[src/hw/psm_regs.svh]
// constants of the power-saving mode controller: register offsets, fields, reset values, timings
// assumes an apb master with 32-bit data; offsets are register indices, byte address is four times
//
// Contract
// - setting the idle request stops the cpu clock; peripherals keep clocking
// - idle request bit always reads back as zero
// - power-down request bit always reads back as zero
// - any enabled interrupt ends idle and restarts the cpu
// - reset input high during idle performs a full internal reset
// - setting the power-down request stops the oscillator
// - ram and special registers keep their contents during power-down
// - reset wake from power-down restarts execution at address 0000h
// - pin wake from power-down runs the matching interrupt routine
// - pin wake needs global enable, pin enable and sleep pin wake enable
// - pin wake from power-down only while sleep pin wake enable is one
// - pin wake waits a clock de-bounce period before the cpu runs
// - strobes high in idle, low in power-down; port 0 floats, port 2 address
// - two general flag bits at bits 3 and 2 read back freely
// - interrupt enable register holds global and two external pin enables
`ifndef PSM_REGS_SVH
`define PSM_REGS_SVH

// ----------------------------------------------------------------
// register indices
// ----------------------------------------------------------------
`define PSM_IDX_PWR_CTRL   8'h87
`define PSM_IDX_IRQ_EN     8'hA8
`define PSM_IDX_SYS_CFG    8'hBF
`define PSM_IDX_STATUS     8'hF0

// ----------------------------------------------------------------
// fields
// ----------------------------------------------------------------
`define PSM_BIT_IDLE       0
`define PSM_BIT_PDOWN      1
`define PSM_BIT_GF0        2
`define PSM_BIT_GF1        3
`define PSM_BIT_BAUD       7
`define PSM_BIT_EX0        0
`define PSM_BIT_EX1        2
`define PSM_BIT_GIE        7
`define PSM_BIT_PINWAKE    4
`define PSM_POWER_MODE_CONTROL_RW_MASK   8'h8C
`define PSM_IE_RW_MASK     8'hBF
`define PSM_CFG_RW_MASK    8'h13

// ----------------------------------------------------------------
// reset values
// ----------------------------------------------------------------
`define PSM_RST_POWER_MODE_CONTROL       8'h00
`define PSM_RST_IE         8'h00
`define PSM_RST_CFG        8'h02
`define PSM_RESET_VECTOR   16'h0000

// ----------------------------------------------------------------
// timing
// ----------------------------------------------------------------
`define PSM_CLK_NS         10
`define PSM_DEBOUNCE_US    100
`define PSM_DEBOUNCE_CYC   ((`PSM_DEBOUNCE_US * 1000) / `PSM_CLK_NS)

`endif

[src/hw/psm_pkg.sv]
// types of the power-saving mode controller
// assumes psm_regs.svh for all numeric constants
package psm_pkg;

    typedef enum logic [1:0] {
        PSM_RUN,
        PSM_IDLE,
        PSM_PDOWN,
        PSM_DEBOUNCE
    } psm_mode_t;

    typedef struct packed {
        logic [7:0] pwr_ctrl;
        logic [7:0] irq_en;
        logic [7:0] sys_cfg;
    } psm_regs_t;

    typedef struct packed {
        psm_mode_t  mode;
        psm_regs_t  regs;
        logic [1:0] wake_src;
        logic [31:0] cnt;
        logic [31:0] prdata;
        logic       pready;
        logic       pslverr;
        logic       cpu_clk_en;
        logic       osc_en;
        logic       strobe_level;
        logic       port0_float;
        logic       port2_addr;
        logic [1:0] irq_vector_req;
        logic       cpu_restart;
        logic [15:0] restart_pc;
        logic       in_reset_wake;
    } psm_state_t;

endpackage

[src/hw/psm_top.sv]
// power-saving mode controller: idle and power-down entry, wake-up, pin states
// assumes apb register access on pclk, async pins synchronised here, cpu reacts to restart/vector pulses
//
// The APB register port is this design's own decision.
`timescale 1ns/1ps
`default_nettype none
`include "psm_regs.svh"

module psm_top #(
    parameter int unsigned DEBOUNCE_CYC = `PSM_DEBOUNCE_CYC
) (
    input  wire logic        pclk,
    input  wire logic        presetn,
    input  wire logic        psel,
    input  wire logic        penable,
    input  wire logic        pwrite,
    input  wire logic [31:0] paddr,
    input  wire logic [31:0] pwdata,
    input  wire logic [3:0]  pstrb,
    output logic      [31:0] prdata,
    output logic             pready,
    output logic             pslverr,
    input  wire logic        reset_pin,
    input  wire logic        ext_irq_pin_zero,
    input  wire logic        ext_irq_pin_one,
    input  wire logic        irq_pending,
    input  wire logic        ext_mem_mode,
    output logic             cpu_clk_en,
    output logic             osc_en,
    output logic             addr_latch_strobe,
    output logic             program_fetch_strobe,
    output logic             port0_float,
    output logic             port2_addr,
    output logic [1:0]       irq_vector_req,
    output logic             cpu_restart,
    output logic [15:0]      restart_pc
);

    // ----------------------------------------------------------------
    // pin synchronisers
    // ----------------------------------------------------------------
    logic [2:0] sync_a;
    logic [2:0] sync_b;
    always_ff @(posedge pclk or negedge presetn) begin
        if (!presetn) begin
            sync_a <= 3'h0;
            sync_b <= 3'h0;
        end else begin
            sync_a <= {reset_pin, ext_irq_pin_one, ext_irq_pin_zero};
            sync_b <= sync_a;
        end
    end
    logic rst_s;
    logic ext_irq_pin_one_s;
    logic ext_irq_pin_zero_s;
    assign rst_s  = sync_b[2];
    assign ext_irq_pin_one_s = sync_b[1];
    assign ext_irq_pin_zero_s = sync_b[0];

    // ----------------------------------------------------------------
    // state
    // ----------------------------------------------------------------
    psm_pkg::psm_state_t st;
    psm_pkg::psm_state_t next_st;

    function automatic logic [7:0] merge_byte(input logic [7:0] old, input logic [7:0] wr,
                                              input logic [7:0] mask, input logic en);
        merge_byte = en ? ((old & ~mask) | (wr & mask)) : old;
    endfunction

    logic        acc;
    logic        wr;
    logic [7:0]  idx;
    logic        hit_pc;
    logic        hit_ie;
    logic        hit_cfg;
    logic        hit_st;
    logic        pin_wake0;
    logic        pin_wake1;
    assign acc     = psel && penable && st.pready;
    assign wr      = acc && pwrite;
    assign idx     = paddr[9:2];
    assign hit_pc  = (paddr[1:0] == 2'b00) && (idx == `PSM_IDX_PWR_CTRL) && (paddr[31:10] == 22'h00_0000);
    assign hit_ie  = (paddr[1:0] == 2'b00) && (idx == `PSM_IDX_IRQ_EN) && (paddr[31:10] == 22'h00_0000);
    assign hit_cfg = (paddr[1:0] == 2'b00) && (idx == `PSM_IDX_SYS_CFG) && (paddr[31:10] == 22'h00_0000);
    assign hit_st  = (paddr[1:0] == 2'b00) && (idx == `PSM_IDX_STATUS) && (paddr[31:10] == 22'h00_0000);
    // a pin wakes only with all three enables set
    assign pin_wake0 = ext_irq_pin_zero_s && st.regs.irq_en[`PSM_BIT_GIE] && st.regs.irq_en[`PSM_BIT_EX0]
                       && st.regs.sys_cfg[`PSM_BIT_PINWAKE];
    assign pin_wake1 = ext_irq_pin_one_s && st.regs.irq_en[`PSM_BIT_GIE] && st.regs.irq_en[`PSM_BIT_EX1]
                       && st.regs.sys_cfg[`PSM_BIT_PINWAKE];

    always_comb begin
        logic [7:0] wbyte;
        wbyte   = pwdata[7:0];
        next_st = st;
        next_st.irq_vector_req = 2'h0;
        next_st.cpu_restart    = 1'b0;
        // pready registered from the setup phase: no wait state, and prdata still a flop output
        next_st.pready  = psel && !penable;
        next_st.pslverr = psel && !penable && !(hit_pc || hit_ie || hit_cfg || hit_st);
        next_st.prdata  = 32'h0000_0000;
        if (psel && !penable) begin
            unique case (1'b1)
                // request bits read as zero, flags read back
                hit_pc:  next_st.prdata = {24'h00_0000, st.regs.pwr_ctrl & `PSM_POWER_MODE_CONTROL_RW_MASK};
                hit_ie:  next_st.prdata = {24'h00_0000, st.regs.irq_en};
                hit_cfg: next_st.prdata = {24'h00_0000, st.regs.sys_cfg};
                hit_st:  next_st.prdata = {30'h0000_0000, st.mode};
                default: next_st.prdata = 32'h0000_0000;
            endcase
        end
        if (wr && pstrb[0]) begin
            if (hit_pc) begin
                next_st.regs.pwr_ctrl = merge_byte(st.regs.pwr_ctrl, wbyte, `PSM_POWER_MODE_CONTROL_RW_MASK, 1'b1);
                if (st.mode == psm_pkg::PSM_RUN) begin
                    if (wbyte[`PSM_BIT_PDOWN]) begin
                        next_st.mode = psm_pkg::PSM_PDOWN;
                    end else if (wbyte[`PSM_BIT_IDLE]) begin
                        next_st.mode = psm_pkg::PSM_IDLE;
                    end
                end
            end
            if (hit_ie) begin
                next_st.regs.irq_en = merge_byte(st.regs.irq_en, wbyte, `PSM_IE_RW_MASK, 1'b1);
            end
            if (hit_cfg) begin
                next_st.regs.sys_cfg = merge_byte(st.regs.sys_cfg, wbyte, `PSM_CFG_RW_MASK, 1'b1);
            end
        end
        unique case (st.mode)
            psm_pkg::PSM_RUN: begin
            end
            psm_pkg::PSM_IDLE: begin
                if (rst_s) begin
                    next_st.mode        = psm_pkg::PSM_RUN;
                    next_st.regs        = '{`PSM_RST_POWER_MODE_CONTROL, `PSM_RST_IE, `PSM_RST_CFG};
                    next_st.cpu_restart = 1'b1;
                    next_st.restart_pc  = `PSM_RESET_VECTOR;
                end else if (irq_pending) begin
                    next_st.mode = psm_pkg::PSM_RUN;
                end
            end
            psm_pkg::PSM_PDOWN: begin
                // registers untouched while down
                if (rst_s) begin
                    next_st.mode          = psm_pkg::PSM_DEBOUNCE;
                    next_st.in_reset_wake = 1'b1;
                    next_st.cnt           = 32'h0000_0000;
                end else if (pin_wake0 || pin_wake1) begin
                    next_st.mode          = psm_pkg::PSM_DEBOUNCE;
                    next_st.wake_src      = {pin_wake1, pin_wake0 };
                    next_st.in_reset_wake = 1'b0;
                    next_st.cnt           = 32'h0000_0000;
                end
            end
            psm_pkg::PSM_DEBOUNCE: begin
                // cpu held until the oscillator has settled
                if (st.in_reset_wake && rst_s) begin
                    next_st.cnt = 32'h0000_0000;
                end else if (st.cnt < DEBOUNCE_CYC - 1) begin
                    next_st.cnt = st.cnt + 32'h0000_0001;
                end else begin
                    next_st.mode = psm_pkg::PSM_RUN;
                    if (st.in_reset_wake) begin
                        next_st.cpu_restart = 1'b1;
                        next_st.restart_pc  = `PSM_RESET_VECTOR;
                        next_st.regs        = '{`PSM_RST_POWER_MODE_CONTROL, `PSM_RST_IE, `PSM_RST_CFG};
                    end else begin
                        // pin zero has priority when both fired
                        next_st.irq_vector_req = st.wake_src[0] ? 2'b01 : 2'b10;
                    end
                end
            end
        endcase
        next_st.cpu_clk_en   = (next_st.mode == psm_pkg::PSM_RUN);
        next_st.osc_en       = (next_st.mode != psm_pkg::PSM_PDOWN);
        next_st.strobe_level = (next_st.mode == psm_pkg::PSM_IDLE);
        next_st.port0_float  = ext_mem_mode && (next_st.mode != psm_pkg::PSM_RUN);
        next_st.port2_addr   = ext_mem_mode && (next_st.mode == psm_pkg::PSM_IDLE);
    end

    always_ff @(posedge pclk or negedge presetn) begin
        if (!presetn) begin
            st <= '{mode: psm_pkg::PSM_RUN, regs: '{`PSM_RST_POWER_MODE_CONTROL, `PSM_RST_IE, `PSM_RST_CFG},
                    wake_src: 2'h0, cnt: 32'h0000_0000, prdata: 32'h0000_0000, pready: 1'b0,
                    pslverr: 1'b0, cpu_clk_en: 1'b1, osc_en: 1'b1, strobe_level: 1'b0,
                    port0_float: 1'b0, port2_addr: 1'b0, irq_vector_req: 2'h0, cpu_restart: 1'b0,
                    restart_pc: `PSM_RESET_VECTOR, in_reset_wake: 1'b0};
        end else begin
            st <= next_st;
        end
    end

    assign prdata               = st.prdata;
    assign pready               = st.pready;
    assign pslverr              = st.pslverr;
    assign cpu_clk_en           = st.cpu_clk_en;
    assign osc_en               = st.osc_en;
    assign addr_latch_strobe    = st.strobe_level;
    assign program_fetch_strobe = st.strobe_level;
    assign port0_float          = st.port0_float;
    assign port2_addr           = st.port2_addr;
    assign irq_vector_req       = st.irq_vector_req;
    assign cpu_restart          = st.cpu_restart;
    assign restart_pc           = st.restart_pc;

    // ----------------------------------------------------------------
    // checks
    // ----------------------------------------------------------------
    idle_entry_a: assert property (@(posedge pclk) disable iff (!presetn)
        (wr && hit_pc && pstrb[0] && pwdata[0] && !pwdata[1] && st.mode == psm_pkg::PSM_RUN)
        |=> !cpu_clk_en && osc_en && addr_latch_strobe) else $error("idle entry wrong");
    pd_priority_a: assert property (@(posedge pclk) disable iff (!presetn)
        (wr && hit_pc && pstrb[0] && pwdata[1] && st.mode == psm_pkg::PSM_RUN)
        |=> !osc_en && !addr_latch_strobe) else $error("power-down not taken");
    req_read_zero_a: assert property (@(posedge pclk) disable iff (!presetn)
        (pready && $past(hit_pc)) |-> prdata[1:0] == 2'b00) else $error("request bits read nonzero");
    idle_wake_a: assert property (@(posedge pclk) disable iff (!presetn)
        (st.mode == psm_pkg::PSM_IDLE && irq_pending && !rst_s) |=> cpu_clk_en) else $error("idle wake missed");
    idle_reset_a: assert property (@(posedge pclk) disable iff (!presetn)
        (st.mode == psm_pkg::PSM_IDLE && rst_s) |=> cpu_restart && restart_pc == 16'h0000)
        else $error("idle reset missed");
    pd_hold_a: assert property (@(posedge pclk) disable iff (!presetn)
        (st.mode == psm_pkg::PSM_PDOWN) |=> $stable(st.regs)) else $error("registers changed in power-down");
    gate_wake_a: assert property (@(posedge pclk) disable iff (!presetn)
        (st.mode == psm_pkg::PSM_PDOWN && !rst_s && !st.regs.sys_cfg[`PSM_BIT_PINWAKE]) |=> !cpu_clk_en)
        else $error("pin wake without enable");
    debounce_a: assert property (@(posedge pclk) disable iff (!presetn)
        (st.mode == psm_pkg::PSM_PDOWN && $rose(st.mode == psm_pkg::PSM_DEBOUNCE) == 1'b0
         && pin_wake0 && !rst_s) |=> !cpu_clk_en [*2]) else $error("cpu ran before de-bounce");

endmodule // psm_top
`default_nettype wire

[config.mk]
export PLATFORM = sky130hd
export DESIGN_NAME = psm_top
export DESIGN_NICKNAME = d
export VERILOG_FILES = /design/src/hw/psm_pkg.sv /design/src/hw/psm_top.sv
export VERILOG_INCLUDE_DIRS = /design/src /design/src/hw
export SDC_FILE = /design/constraint.sdc
export NUM_CORES = 1
export LEC_CHECK = 0
export BUFFER_PORTS_ARGS = -buffer_cell sky130_fd_sc_hd__buf_2
export CAP_MARGIN = 20
export CORE_MARGIN = 10
export CORE_UTILIZATION = 25
export DETAILED_ROUTE_END_ITERATION = 10
export GPL_ROUTABILITY_DRIVEN = 0
export GPL_TIMING_DRIVEN = 0
export PLACE_DENSITY = 0.45
export SYNTH_ARGS = -nofsm -noshare
export SYNTH_HDL_FRONTEND = slang
export SYNTH_SLANG_ARGS = --single-unit
[constraint.sdc]
create_clock -name pclk -period 2.2 [get_ports pclk]
set_clock_uncertainty 0.15 [all_clocks]
set_input_delay 0.11 -clock pclk [delete_from_list [all_inputs] [get_ports pclk]]
set_output_delay 0.11 -clock pclk [all_outputs]
set_load 0.05 [all_outputs]
==> flow_metrics.tcl <==
set metrics [dict create \
    p_per_area_nw_per_um2 632 \
    root_buffer "clkbuf_16" \
    rsz0062_at_grt "false" \
    switching_share 0.247 \
    drtPass1Iterations 4 \
    overflow 0 \
    cap_violations 0 \
    drc 0 \
    period_share 0.977 \
    synth-compound-area-share 0.155 \
    vias 3076 \
    critPathMaxStageDelay_ps 560 \
    p_clk_frac 0.465 \
    setup_tns_ps 0 \
    finalHoldViolations 0 \
    grt_max_degree 54 \
    relSlewSlack 0.537 \
    pwr-share-seq 0.430 \
    clockBufferDepth 2 \
    row_count 46 \
    syn_area_per_cell_sq_um 11.1 \
    peakVddDrop_uv 498 \
    avgRoutedWirePerCell_um 14.7 \
    top_layer "met4" \
    area_growth_pct 33.0 \
    die-area_sq_um 21700 \
    antenna_found_initial 0 \
    end_kind "flop" \
    p_comb_frac 0.105 \
    synthesis.area_sq_um 4060 \
    ys.flop_type "dfrtp_1" \
    clock_latency_ps 340 \
    tightest_slew_ps 690 \
    utilization 0.340 \
    grt.total_usage 0.0976 \
    grt_pass1_vias 3206 \
    hold_path.class "in -> reg" \
    fillers 1629 \
    wl_met1_um 4740 \
    ys_warn_count 0 \
    setup_violations 0 \
    net-switching-power_uw 842 \
    layout-drive-gt1-share 0.369 \
    dr_wl_met2_um 4990 \
    synthXorXnorAreaFrac 0 \
    grt_pass1_wl_um 17200 \
    htreeDepth 3 \
    wirelength_um 10600 \
    crit_family "simple AND/OR/NAND/NOR gates" \
    yosysSeqAreaShare 0.488 \
    met3WireLength_um 760 \
    yosys_register_bits 79 \
    synth_edf_count 0 \
    async_flop_share 1.00 \
    cts.sinks 79 \
    ant_nets 0 \
    max_freq_ghz 0.465 \
    cts_buffers 9 \
    drt-initial-drc-count 235 \
    cts_tree "yes" \
    p_int_uw 2570 \
    post-synth-top-count-cell "dfrtp_1" \
    fp.dieW_um 147 \
    period_needed_ps 2150 \
    ys_top_cells_by_count "76 x dfrtp_1, 52 x buf_4, 22 x and2_1" \
    synth_top_area_frac 0.469 \
    cp_num_buf_inv 1 \
    cts.clk_slew.worst_paths_ps 60 \
    synth.distinct_cells 64 \
    outcome "completed" \
    synth_top_family_by_area "simple AND/OR/NAND/NOR gates" \
    dieHeight_um 147 \
    leakage_uw 0.00259 \
    synth_area_leaders "dfrtp_1 47%, buf_4 9.6%, and2_1 3.4%" \
    antennaDiodeCount 0 \
    hpwl_um 7940 \
    synth_area_leader_cell "dfrtp_1" \
    crit_type "reg -> reg" \
    muxShareOfSynthArea 0.0352 \
    coreArea_sq_um 15900 \
    nNetsFinal 584 \
    synthSimpleGateAreaFrac 0.193 \
    initial_core_util 0.255 \
    port_buffers 68 \
    cp.required_ps 2280 \
    synth-adder-area-share 0.00309 \
    cp.arrival_ps 2230 \
    vias_per_cell 4.24 \
    critPathSlowestCell "or4_4" \
    slew_violations 0 \
    crit_path_start_kind "flop" \
    io_pins 137 \
    path_max_fanout 10 \
    path_cells "or4_4 > o211ai_4 > and4_4 > o22ai_4 > buf_6 > and2_1" \
    synth_cells 365 \
]
-- worst reg2reg max path: stages, from the launching register on --
cell and delay [ps]:
dfrtp_1 400, or4_4 560, o211ai_4 230, and4_4 300, o22ai_4 90, buf_6 160
and2_1 160
-- final timing paths --
| check | from | endpoint | slack, ps | cells after the start |
|---|---|---|---|---|
| min | penable | pslverr | 40 | 3 |
| min reg2reg | sync_a[0] | sync_b[0] | 190 | 0 |
| max in group asynchronous | presetn | st[94] | 1190 | 3 |
| min in group asynchronous | presetn | st[76] | 80 | 2 |
| max reg2reg | st[66] | cpu_restart | 50 | 6 |
| max | st[66] | cpu_restart | 50 | 6 |
-- repair_timing --
action | CTS | global route
hold buffers | 14 | 0
pin swaps | 1 | 3
gates resized for setup | 2 | 11
buffers inserted | 2 | 4
hold endpoints to repair | 97 | 0
gates cloned | 0 | 1
setup endpoints to repair | 8 | 45
-- layout by cell type (no fill, tap or decap), types with 7 or more instances in the layout --
cell and count:
and2_1 22, nor2_1 13, inv_1 10, o2bb2ai_1 9
a21oi_1 16, clkbuf_16 9, and3_1 10, conb_1 40
dlygate4sd3_1 14, dfrtp_1 75, mux2i_1 12, nand3_1 7
buf_2 69, nand2b_1 8, nand4_1 8, buf_4 59
nand2_1 12
-- cell families after synthesis --
kind of cell | count (synthesis)
flip-flops | 79
adder cells (fa/ha/maj) | 1
buffers and inverters | 76
multiplexers | 14
AO/OA/AOI/OAI | 77
AND/OR/NAND/NOR | 117
other | 1
-- flip-flops by register name, summed over array words and instances, names as in the netlist --
name,count
pslverr,1
irq_vector_req,2
cpu_clk_en,1
osc_en,1
pready,1
st,55
port2_addr,1
sync_b,3
prdata,8
cpu_restart,1
sync_a,3
addr_latch_strobe,1
port0_float,1
-- power by group through the flow --
stage          sequential (uW)  clock, uW  combinational [uW]
2_1_floorplan             1500          0                 222
3_3_place_gp              1490          0                 326
3_5_place_dp              1490          0                 336
4_1_cts                   1470       1640                 357
5_1_grt                   1470       1700                 384
6_report                  1470       1580                 359
-- routing by layer --
| layer | GRT usage | up-vias |
|---|---|---|
| met2 | 0.157 | 103 |
| met4 | 0.0342 | 0 |
| met5 | 0 | - |
| met1 | 0.116 | 1431 |
| li1 | - | 1529 |
| met3 | 0.0384 | 13 |
-- area by class of cell --
class	instances	area, sq um	share of cell area
tap	216	270	0.0501
clock buffer	10	229	0.0424
multi-input combinational	249	1750	0.325
buffer	66	478	0.0886
clock inverter	5	83.8	0.0155
sequential	79	1980	0.367
timing repair buffer	90	561	0.104
inverter	10	37.5	0.00696
-- stage by stage --
stage	instance area [sq um]	std cells	setup WS [ps]	total power [uW]	hold WS [ps]
finish	5400	725	51.0	3410	36.9
floorplan	4200	404	49.0	1720	-336
detailed placement	4840	689	-45.0	1830	-91.5
global route	5400	725	0.237	3550	78.5
global placement	4810	688	-37.1	1820	70.1
CTS	5310	720	9.29	3460	38.9
(Power assumes the default switching activity.)
